<file path="config.mk">
export PLATFORM = sky130hd
export DESIGN_NAME = instruction_pipeline_timing
export DESIGN_NICKNAME = d
export VERILOG_FILES = /design/src/hdl/pipe_timing_pkg.sv /design/src/hdl/instruction_pipeline_timing.sv
export SDC_FILE = /design/constraint.sdc
export NUM_CORES = 1
export LEC_CHECK = 0
export BUFFER_PORTS_ARGS = -buffer_cell sky130_fd_sc_hd__buf_4
export CAP_MARGIN = 20
export CELL_PAD_IN_SITES_DETAIL_PLACEMENT = 0
export CELL_PAD_IN_SITES_GLOBAL_PLACEMENT = 2
export CORE_MARGIN = 4
export CORE_UTILIZATION = 36
export CTS_BUF_LIST = sky130_fd_sc_hd__clkbuf_8
export CTS_CLUSTER_DIAMETER = 40
export DETAILED_ROUTE_END_ITERATION = 8
export HOLD_SLACK_MARGIN = 0.05
export PLACE_DENSITY_LB_ADDON = 0.1
export SYNTH_ARGS = -nofsm -noshare
export SYNTH_HDL_FRONTEND = slang
export SYNTH_SLANG_ARGS = --single-unit
</file>
<file path="constraint.sdc">
create_clock -name sys_clk -period 2.3 [get_ports sys_clk]
set_input_delay 0.46 -clock sys_clk [delete_from_list [all_inputs] [get_ports sys_clk]]
set_output_delay 0.46 -clock sys_clk [all_outputs]
set_load 0.005 [all_outputs]
</file>
<file path="src/hdl/pipe_timing_pkg.sv">
/*
  Shared constants and types for the instruction timing and fetch/execute
  pipeline control block. Assumes a single system clock domain.
*/
package pipe_timing_pkg;

  // ----------------------------------------------------------------
  // Widths and fields
  // ----------------------------------------------------------------
  localparam int PC_W = 12;
  localparam int DATA_W = 8;
  localparam int INSTR_W = 16;
  localparam int OPC_MSB = 15;
  localparam int OPC_LSB = 12;
  localparam int IMM_MSB = 7;
  localparam int TARGET_MSB = 11;

  // ----------------------------------------------------------------
  // Reset values and timing counts
  // ----------------------------------------------------------------
  localparam logic [11:0] RESET_VECTOR = 12'h000;
  localparam logic [15:0] INSTR_BUBBLE = 16'h0000;
  localparam logic [7:0] ACC_RESET = 8'h00;
  localparam logic [3:0] PHASE_ONEHOT_RESET = 4'h1;
  // Slow oscillator tick once every 16 system clocks
  localparam logic [3:0] SLOW_DIV_LAST = 4'hf;
  localparam logic [3:0] DIV_RESET = 4'h0;

  // ----------------------------------------------------------------
  // Types
  // ----------------------------------------------------------------
  typedef enum logic [1:0] {
    phase_fetch  = 2'b00,
    phase_decode = 2'b01,
    phase_alu    = 2'b10,
    phase_commit = 2'b11
  } phase_t;

  typedef enum logic [3:0] {
    op_nop       = 4'h0,
    op_addi      = 4'h1,
    op_andi      = 4'h2,
    op_xori      = 4'h3,
    op_movi      = 4'h4,
    op_ext_add   = 4'h5,
    op_jump      = 4'h6,
    op_call      = 4'h7,
    op_skip_zero = 4'h8,
    op_pcl_load  = 4'h9
  } opcode_t;

  typedef struct packed {
    logic rd;
    logic [11:0] addr;
  } fetch_req_t;

  typedef struct packed {
    logic valid;
    logic idle;
    logic flushed;
    logic [3:0] op;
    logic [7:0] operand;
  } retire_t;

endpackage

</file>
<file path="src/hdl/instruction_pipeline_timing.sv">
/*
  Instruction-cycle timing and two-stage fetch/execute pipeline control of
  a small 8-bit core, with a minimal accumulator datapath.
  Assumes program memory answers fetch.addr combinationally, so that
  fetch_data is valid in the same cycle as the fetch pulse and onward.
*/
module instruction_pipeline_timing
  import pipe_timing_pkg::*;
(
  // Clock and reset
  input wire logic sys_clk,
  input wire logic rst_n,
  // Oscillator choice pin, high selects slow_internal_osc
  input wire logic slow_osc_select,
  // Program memory
  output fetch_req_t fetch,
  input wire logic [15:0] fetch_data,
  // Status
  output logic [3:0] four_phase_clocks,
  output logic [7:0] acc,
  output retire_t retire
);

  // ----------------------------------------------------------------
  // Oscillator selection and phase tick
  // ----------------------------------------------------------------
  logic sel_meta;
  logic sel_mid;
  logic sel_last;
  logic sel_slow;
  logic [3:0] div_count;
  logic next_sel_slow;
  logic [3:0] next_div_count;
  logic tick;

  always_comb begin
    next_sel_slow = sel_slow;
    // Only a settled pin value changes the source
    if (sel_mid == sel_last) begin
      next_sel_slow = sel_last;
    end
    next_div_count = (div_count == SLOW_DIV_LAST) ? DIV_RESET : 4'(div_count + 4'h1);
  end

  // Fast source ticks every clock, slow one through the divider
  assign tick = sel_slow ? (div_count == SLOW_DIV_LAST) : 1'b1;

  always_ff @(posedge sys_clk) begin
    if (!rst_n) begin
      sel_meta <= 1'b0;
      sel_mid <= 1'b0;
      sel_last <= 1'b0;
      sel_slow <= 1'b0;
      div_count <= DIV_RESET;
    end else begin
      sel_meta <= slow_osc_select;
      sel_mid <= sel_meta;
      sel_last <= sel_mid;
      sel_slow <= next_sel_slow;
      div_count <= next_div_count;
    end
  end

  // ----------------------------------------------------------------
  // Phase generator, fetch and execute
  // ----------------------------------------------------------------
  phase_t phase;
  logic [11:0] pc;
  logic [15:0] prefetch;
  logic [15:0] exec_word;
  logic hold;
  logic flush_pending;
  opcode_t dec_op;
  logic [7:0] alu_result;

  phase_t next_phase;
  logic [3:0] next_phase_oh;
  logic [11:0] next_pc;
  fetch_req_t next_fetch;
  logic [15:0] next_prefetch;
  logic [15:0] next_exec_word;
  logic next_hold;
  logic next_flush_pending;
  opcode_t next_dec_op;
  logic [7:0] next_alu_result;
  logic [7:0] next_acc;
  retire_t next_retire;

  logic [7:0] imm;
  opcode_t exec_op;
  logic do_flush;

  assign imm = exec_word[IMM_MSB:0];
  assign exec_op = opcode_t'(exec_word[OPC_MSB:OPC_LSB]);

  always_comb begin
    next_phase = phase;
    next_phase_oh = four_phase_clocks;
    next_pc = pc;
    next_fetch = fetch;
    next_fetch.rd = 1'b0;
    next_prefetch = prefetch;
    next_exec_word = exec_word;
    next_hold = hold;
    next_flush_pending = flush_pending;
    next_dec_op = dec_op;
    next_alu_result = alu_result;
    next_acc = acc;
    next_retire = retire;
    next_retire.valid = 1'b0;
    do_flush = 1'b0;
    if (tick) begin
      // One-hot rotation keeps the phases non-overlapping
      next_phase = phase_t'(2'(phase + 2'b01));
      next_phase_oh = {four_phase_clocks[2:0], four_phase_clocks[3]};
      unique case (phase)
        phase_fetch: begin
          // No fetch while an extended instruction holds the pipe
          if (!hold) begin
            next_fetch.rd = 1'b1;
            next_fetch.addr = pc;
            next_pc = 12'(pc + 12'h001);
          end
        end
        phase_decode: begin
          if (!hold) begin
            next_prefetch = fetch_data;
          end
          next_dec_op = exec_op;
        end
        phase_alu: begin
          // 8-bit results, carries dropped
          unique case (dec_op)
            op_addi, op_ext_add: next_alu_result = 8'(acc + imm);
            op_andi: next_alu_result = acc & imm;
            op_xori: next_alu_result = acc ^ imm;
            op_movi: next_alu_result = imm;
            default: next_alu_result = acc;
          endcase
        end
        phase_commit: begin
          next_retire.valid = 1'b1;
          next_retire.idle = flush_pending;
          next_retire.flushed = 1'b0;
          next_retire.op = exec_word[OPC_MSB:OPC_LSB];
          next_retire.operand = imm;
          next_flush_pending = 1'b0;
          next_hold = 1'b0;
          next_exec_word = prefetch;
          unique case (exec_op)
            op_addi, op_andi, op_xori, op_movi: begin
              next_acc = alu_result;
            end
            op_ext_add: begin
              // First pass only occupies the cycle
              if (!hold) begin
                next_hold = 1'b1;
                next_exec_word = exec_word;
                next_retire.valid = 1'b0;
              end else begin
                next_acc = alu_result;
              end
            end
            op_jump, op_call: begin
              // Target known now, taken by the next cycle's fetch
              next_pc = exec_word[TARGET_MSB:0];
              do_flush = 1'b1;
            end
            op_skip_zero: begin
              if (acc == ACC_RESET) begin
                do_flush = 1'b1;
              end
            end
            op_pcl_load: begin
              // Page bits kept, so the jump stays in this page
              next_pc = {pc[11:8], acc};
              do_flush = 1'b1;
            end
            default: begin
            end
          endcase
          if (do_flush) begin
            // Prefetched word is dropped and a bubble runs instead
            next_exec_word = INSTR_BUBBLE;
            next_flush_pending = 1'b1;
            next_retire.flushed = 1'b1;
          end
        end
      endcase
    end
  end

  always_ff @(posedge sys_clk) begin
    if (!rst_n) begin
      // Restart at the first phase with an empty pipe
      phase <= phase_fetch;
      four_phase_clocks <= PHASE_ONEHOT_RESET;
      pc <= RESET_VECTOR;
      fetch <= '0;
      prefetch <= INSTR_BUBBLE;
      exec_word <= INSTR_BUBBLE;
      hold <= 1'b0;
      flush_pending <= 1'b0;
      dec_op <= op_nop;
      alu_result <= ACC_RESET;
      acc <= ACC_RESET;
      retire <= '0;
    end else begin
      phase <= next_phase;
      four_phase_clocks <= next_phase_oh;
      pc <= next_pc;
      fetch <= next_fetch;
      prefetch <= next_prefetch;
      exec_word <= next_exec_word;
      hold <= next_hold;
      flush_pending <= next_flush_pending;
      dec_op <= next_dec_op;
      alu_result <= next_alu_result;
      acc <= next_acc;
      retire <= next_retire;
    end
  end
endmodule

</file>
==> impl_metrics.toml, run 1 <==
[layout]
layout-drive-gt1-share = 0.1744
fin_nets = 678
ff_latch_area_um2 = 2142
layout_commonest_cell = "dfxtp_1"
fillers = 1390
layout_common_cells = "dfxtp_1 (107), buf_4 (80), nand2_1 (70), nor2_1 (66), a21oi_1 (60)"
area_growth_pct = 18.61
multi_input_area_um2 = 2650
antenna_cells = 0

[critical_path]
crit_path_cell_trace = "ha_1 > a21boi_2 > buf_4 > nand2_1 > nand2_1 > a21oi_1"
cp_top_family = "simple AND/OR/NAND/NOR gates"
endpoint_kind = "register"
crit_arrival_ns = 2.32
crit_fanout = 15
cpMaxStageDelayCell = "ha_1"
required_ns = 2.55
worst_path_most_repeated_cell = "nand2_1"
startpoint_type = "register"
timing.rr.start = "phase[1]"
crit_buf_inv = 1
startpoint = "phase[1]"
rrSetupSlack_ns = 0.24
critPathKind = "reg2reg"
slowest_delay_ns = 0.44

[timing]
rsz0062_at_grt = "false"
fin_skew_ns = 0.02013
finalHoldViolations = 0
fin_crit_ns = 2.064
setup_violations = 0
fin_crit_sh = 0.8975
tns_ns = 0
fmax_mhz = 484.4
drv_slew = 0
max-slew-margin-rel = 0.6076
setup_slack_ns = 0.2357
worst_slew_pin_slew_ns = 0.5872

[clock_network]
clk_path_buf_depth = 2
cts.clk_slew.worst_paths_ns = 0.12
postCtsResizedCells = 0
cts_post_setup_buffers_inserted = 0
cts_root_buf = "clkbuf_8"
cts_tree = "built"
ctsHoldBuffers = 0
clkSinkCount = 107
cts_made_buffers = 9
clk_latency_ns = 0.38
h-tree-depth = 3

[synth]
syn_area_um2 = 5010
synth_compound_area_frac = 0.1888
syn_inst = 588
yosysTopAreaCell = "dfxtp_1"
synth-seq-area-share = 0.4276
ys_types = 69
synth_top_family_by_area = "simple AND/OR/NAND/NOR gates"
synth-simple-area-share = 0.2090
ys_top_cells_by_area = "dfxtp_1 (43%), mux2i_1 (8.2%), a21oi_1 (6.0%), nand2_1 (5.2%), nor2_1 (4.9%)"
ys_warn_count = 0
synthArstFlopShare = 0
synth-adder-area-share = 0.03896
ys_ff_latch = 107
synthFlopType = "dfxtp_1"
synthXorXnorAreaFrac = 0.003497
syn_nets = 622
syn_avg_cell_area_um2 = 8.520
synthMuxAreaShare = 0.08866
synth_top_area_frac = 0.4276
synth-edff-count = 0

[route]
wl_um = 14020
drc = 0
routed_via_density = 5.360
detail_route.wl_per_cell_um = 17.02
postRouteAntennaNets = 0
dr.pass1.iters = 4
drt-initial-drc-count = 311
dr_total_vias = 4417

[min_path]
min_path_type = "in2reg"
hp-start = "slow_osc_select"

[placement]
preCtsSetupSlack_ns = 0.2947
hpwl_um = 10020
portBuffers = 58
gp_congestion = 0.8451

[floorplanning]
die_w_um = 126.0
die-height_um = 126.0
pin_count = 59
core_area_um2 = 13450
rows = 42
initial_core_util = 0.3724
die_area_um2 = 15870

[power]
p_leak_uw = 0.002385
max-vdd-ir-drop_mv = 0.2981
power.density_nw_per_um2 = 611.1
p_total_uw = 3631

[global_routing]
overflow = 0
grt_max_degree = 67
grt_pass1_wl_um = 22850
grt_usage = 0.1770
grt_antenna_before_repair = 0
first_global_vias = 4308

[run_status]
outcome = "finished clean"

[run]
max_cap_viol_count = 0
==> cells by family after synthesis <==
group                      after synthesis
DFF                                    107
buffers and inverters                   51
muxes                                   44
AOI/OAI and AO/OA                      148
xor gates and xnor gates                 2
and+or+nand+nor                        221
adders and majority gates               15
==> final cells by class <==
class	count	share of cell area
Multi-Input combinational cell	430	0.4460
Tap cell	176	0.03706
Clock inverter	6	0.01621
Clock buffer	9	0.02085
Sequential cell	107	0.3605
Timing Repair Buffer	83	0.1112
Inverter	13	0.008212
==> metrics by stage <==
stage | hold WS (ns) | cells | instance area [um^2] | utilization
floorplan | 0.4119 | 588 | 5010 | -
global placement | 0.4138 | 809 | 5722 | 0.4253
detailed placement | 0.4242 | 809 | 5722 | 0.4253
CTS | 0.2565 | 824 | 5942 | 0.4417
global route | 0.2714 | 824 | 5942 | 0.4417
finish | 0.2875 | 824 | 5942 | 0.4417
==> sequential cells by signal, indices dropped and copies added (netlist names), 2 cells and up <==
register / flops
four_phase_clocks: 4
retire: 14
alu_result: 8
phase: 2
acc: 8
dec_op: 4
exec_word: 16
pc: 12
prefetch: 16
fetch: 13
div_count: 4
==> final timing paths <==
path,end,cells past startpoint
setup / recovery,exec_word[0],6
hold / removal,sel_meta,2
setup reg to reg,exec_word[0],6
hold reg to reg,sel_mid,1
==> cell usage after synthesis (all sizes together), types with 4 or more instances <==
| library cell | instances |
|---|---|
| mux2i | 41 |
| o21ai | 26 |
| o21a | 4 |
| o22ai | 5 |
| a21oi | 60 |
| or3 | 5 |
| nand2 | 71 |
| nor3b | 8 |
| nand2b | 4 |
| o211ai | 6 |
| clkbuf | 26 |
| buf | 12 |
| and2 | 5 |
| ha | 14 |
| a211oi | 4 |
| nor3 | 8 |
| nand3 | 30 |
| dfxtp | 107 |
| a31oi | 7 |
| inv | 13 |
| nor2b | 4 |
| nor2 | 68 |
==> routing by layer <==
layer | share of wire | vias to the layer above | GRT usage
met2 | 0.46 | 92 | 0.2782
li1 | - | 2196 | -
met5 | 0 | - | 0
met4 | 0.012 | 0 | 0.06309
met1 | 0.50 | 2119 | 0.2466
met3 | 0.034 | 10 | 0.02837
==> report_power, final <==
group | total, uW | switching [uW] | internal (uW)
clock | 1310 | 685 | 623
combinational | 360 | 199 | 161
sequential | 1960 | 49.8 | 1910
==> worst register-to-register path: cells and delay by family, from the launching register on <==
kind            cells  cell delay (ns)
compound gates      2             0.39
fa+ha+maj           1             0.44
buf+inv             1             0.17
flops               1             0.40
simple gates        2             0.55
No activity file was read; power rests on OpenSTA's default activity.
==> inputs of run 2 (changes only) <==
--- a/config.mk
+++ b/config.mk
@@ -9,13 +9,12 @@
 export CAP_MARGIN = 20
 export CELL_PAD_IN_SITES_DETAIL_PLACEMENT = 0
 export CELL_PAD_IN_SITES_GLOBAL_PLACEMENT = 2
-export CORE_MARGIN = 4
 export CORE_UTILIZATION = 36
 export CTS_BUF_LIST = sky130_fd_sc_hd__clkbuf_8
 export CTS_CLUSTER_DIAMETER = 40
 export DETAILED_ROUTE_END_ITERATION = 8
 export HOLD_SLACK_MARGIN = 0.05
-export PLACE_DENSITY_LB_ADDON = 0.1
+export PLACE_DENSITY_LB_ADDON = 0.3
 export SYNTH_ARGS = -nofsm -noshare
 export SYNTH_HDL_FRONTEND = slang
 export SYNTH_SLANG_ARGS = --single-unit
==> run 2 against run 1 <==
Clock skew decreased by 0.0097 ns. Largest power group unchanged. Worst setup slack improved by 0.0065 ns. Combinational power decreased by 2%. Design area about the same. Routed wire length decreased by 2.7%. Die area decreased by 9.3%. Fmax increased by 0.32%. Cell count increased by 0.36%. First-iteration DRC count decreased by 23%. Critical path depth unchanged.
==> impl_metrics.toml, run 2 (same netlist as run 1, synthesis figures left out) <==
[run_status]
outcome = "finished clean"

[floorplanning]
rows = 42
core_area_um2 = 13400
die_area_um2 = 14390
initial_core_util = 0.3739
die-height_um = 120.0
pin_count = 59
die_w_um = 120.0

[timing]
finalHoldViolations = 0
drv_slew = 0
worst_slew_pin_slew_ns = 0.5311
fin_skew_ns = 0.01045
tns_ns = 0
fmax_mhz = 486.0
max-slew-margin-rel = 0.6436
fin_crit_ns = 2.058
fin_crit_sh = 0.8947
hold_slack_ns = 0.2797
setup_violations = 0
rsz0062_at_grt = "false"

[route]
dr.pass1.iters = 5
wl_um = 13640
detail_route.wl_per_cell_um = 16.49
routed_via_density = 5.370
drc = 0
postRouteAntennaNets = 0
dr_total_vias = 4441
drt-initial-drc-count = 238

[run]
max_cap_viol_count = 0

[critical_path]
cpMaxStageDelayCell = "dfxtp_1"
rrSetupSlack_ns = 0.24
crit_path_cell_trace = "ha_1 > a21o_1 > a21o_1 > or3_1 > a31oi_1 > o21ai_0"
required_ns = 2.57
crit_fanout = 8
crit_buf_inv = 0
endpoint_kind = "register"
worst_path_most_repeated_cell = "a21o_1"
slowest_delay_ns = 0.51
cp_top_family = "compound AO/OA/AOI/OAI gates"
critPathKind = "reg2reg"
startpoint_type = "register"
crit_arrival_ns = 2.33

[clock_network]
ctsHoldBuffers = 0
cts_post_setup_buffers_inserted = 0
cts_root_buf = "clkbuf_8"
cts_made_buffers = 9
h-tree-depth = 3
clkSinkCount = 107
clk_latency_ns = 0.38
cts.clk_slew.worst_paths_ns = 0.09
postCtsResizedCells = 0
clk_path_buf_depth = 2
cts_tree = "built"

[placement]
gp_congestion = 0.8621
portBuffers = 58
hpwl_um = 10040

[power]
p_seq_frac = 0.544
switching_share = 0.2417
comb_power_share = 0.098
p_int_uw = 2733
power.density_nw_per_um2 = 606.9
p_clk_frac = 0.358
p_leak_uw = 0.002398
max-vdd-ir-drop_mv = 0.4465
p_total_uw = 3604
p_switching_uw = 871.1

[global_routing]
grt_antenna_before_repair = 0
first_global_vias = 4295
grt_max_degree = 55
grt_usage = 0.2029
overflow = 0
grt_pass1_wl_um = 22590

[layout]
reg_top3 = "exec_word x16, prefetch x16, retire x14"
layout_common_cells = "dfxtp_1 (107), buf_4 (84), nand2_1 (70), nor2_1 (66), a21oi_1 (60)"
fin_nets = 680
antenna_cells = 0
layout-drive-gt1-share = 0.1767
area_growth_pct = 18.56
layout_commonest_cell = "dfxtp_1"

[min_path]
min_path_type = "in2reg"
-- run 2: cell count changes in the layout (fill, tap and decap cells not counted) --
cell      change
buf_4         +4
inv_8         -1
inv_1         +1
inv_6         -2
buf_12        -2
clkbuf_8      +2
clkinv_2      +1
-- run 2: cell type report --
| cell class | instances | area [um^2] |
|---|---|---|
| inverter | 13 | 48.80 |
| sequential | 107 | 2142 |
| timing repair buffer | 85 | 650.6 |
| multi-input combinational | 430 | 2650 |
| clock inverter | 5 | 76.32 |
| tap | 176 | 220.2 |
| fill | 1350 | 7461 |
| clock buffer | 11 | 151.4 |
-- run 2: worst paths after layout --
check / depth (start not counted) / to / startpoint
min reg2reg: 1 / sel_mid / sel_meta
max reg2reg: 6 / alu_result[6] / acc[4]
min: 2 / sel_meta / slow_osc_select
max: 6 / alu_result[6] / acc[4]
-- run 2: power groups by stage --
stage               clock [uW]  combinational [uW]  sequential [uW]
global placement             0                 350             2000
global route              1420                 392             1970
CTS                       1350                 358             1960
finish                    1290                 353             1960
detailed placement           0                 356             2010
floorplan                    0                 239             1990
-- run 2: metrics by stage --
step,cell area (um^2),worst slack (ns),util,std cells
2_1_floorplan,5010,0.5059,-,588
3_3_place_gp,5712,0.2767,0.4262,811
3_5_place_dp,5712,0.2734,0.4262,811
4_1_cts,5939,0.2502,0.4432,827
5_1_grt,5939,0.09856,0.4432,827
6_report,5939,0.2422,0.4432,827
-- run 2: routing by layer --
layer | global-route usage | part of all wire | wire [um]
met1 | 0.2765 | 0.49 | 6683
met2 | 0.3068 | 0.44 | 5955
met3 | 0.04420 | 0.049 | 671
met4 | 0.08672 | 0.024 | 326
met5 | 0 | 0 | 0
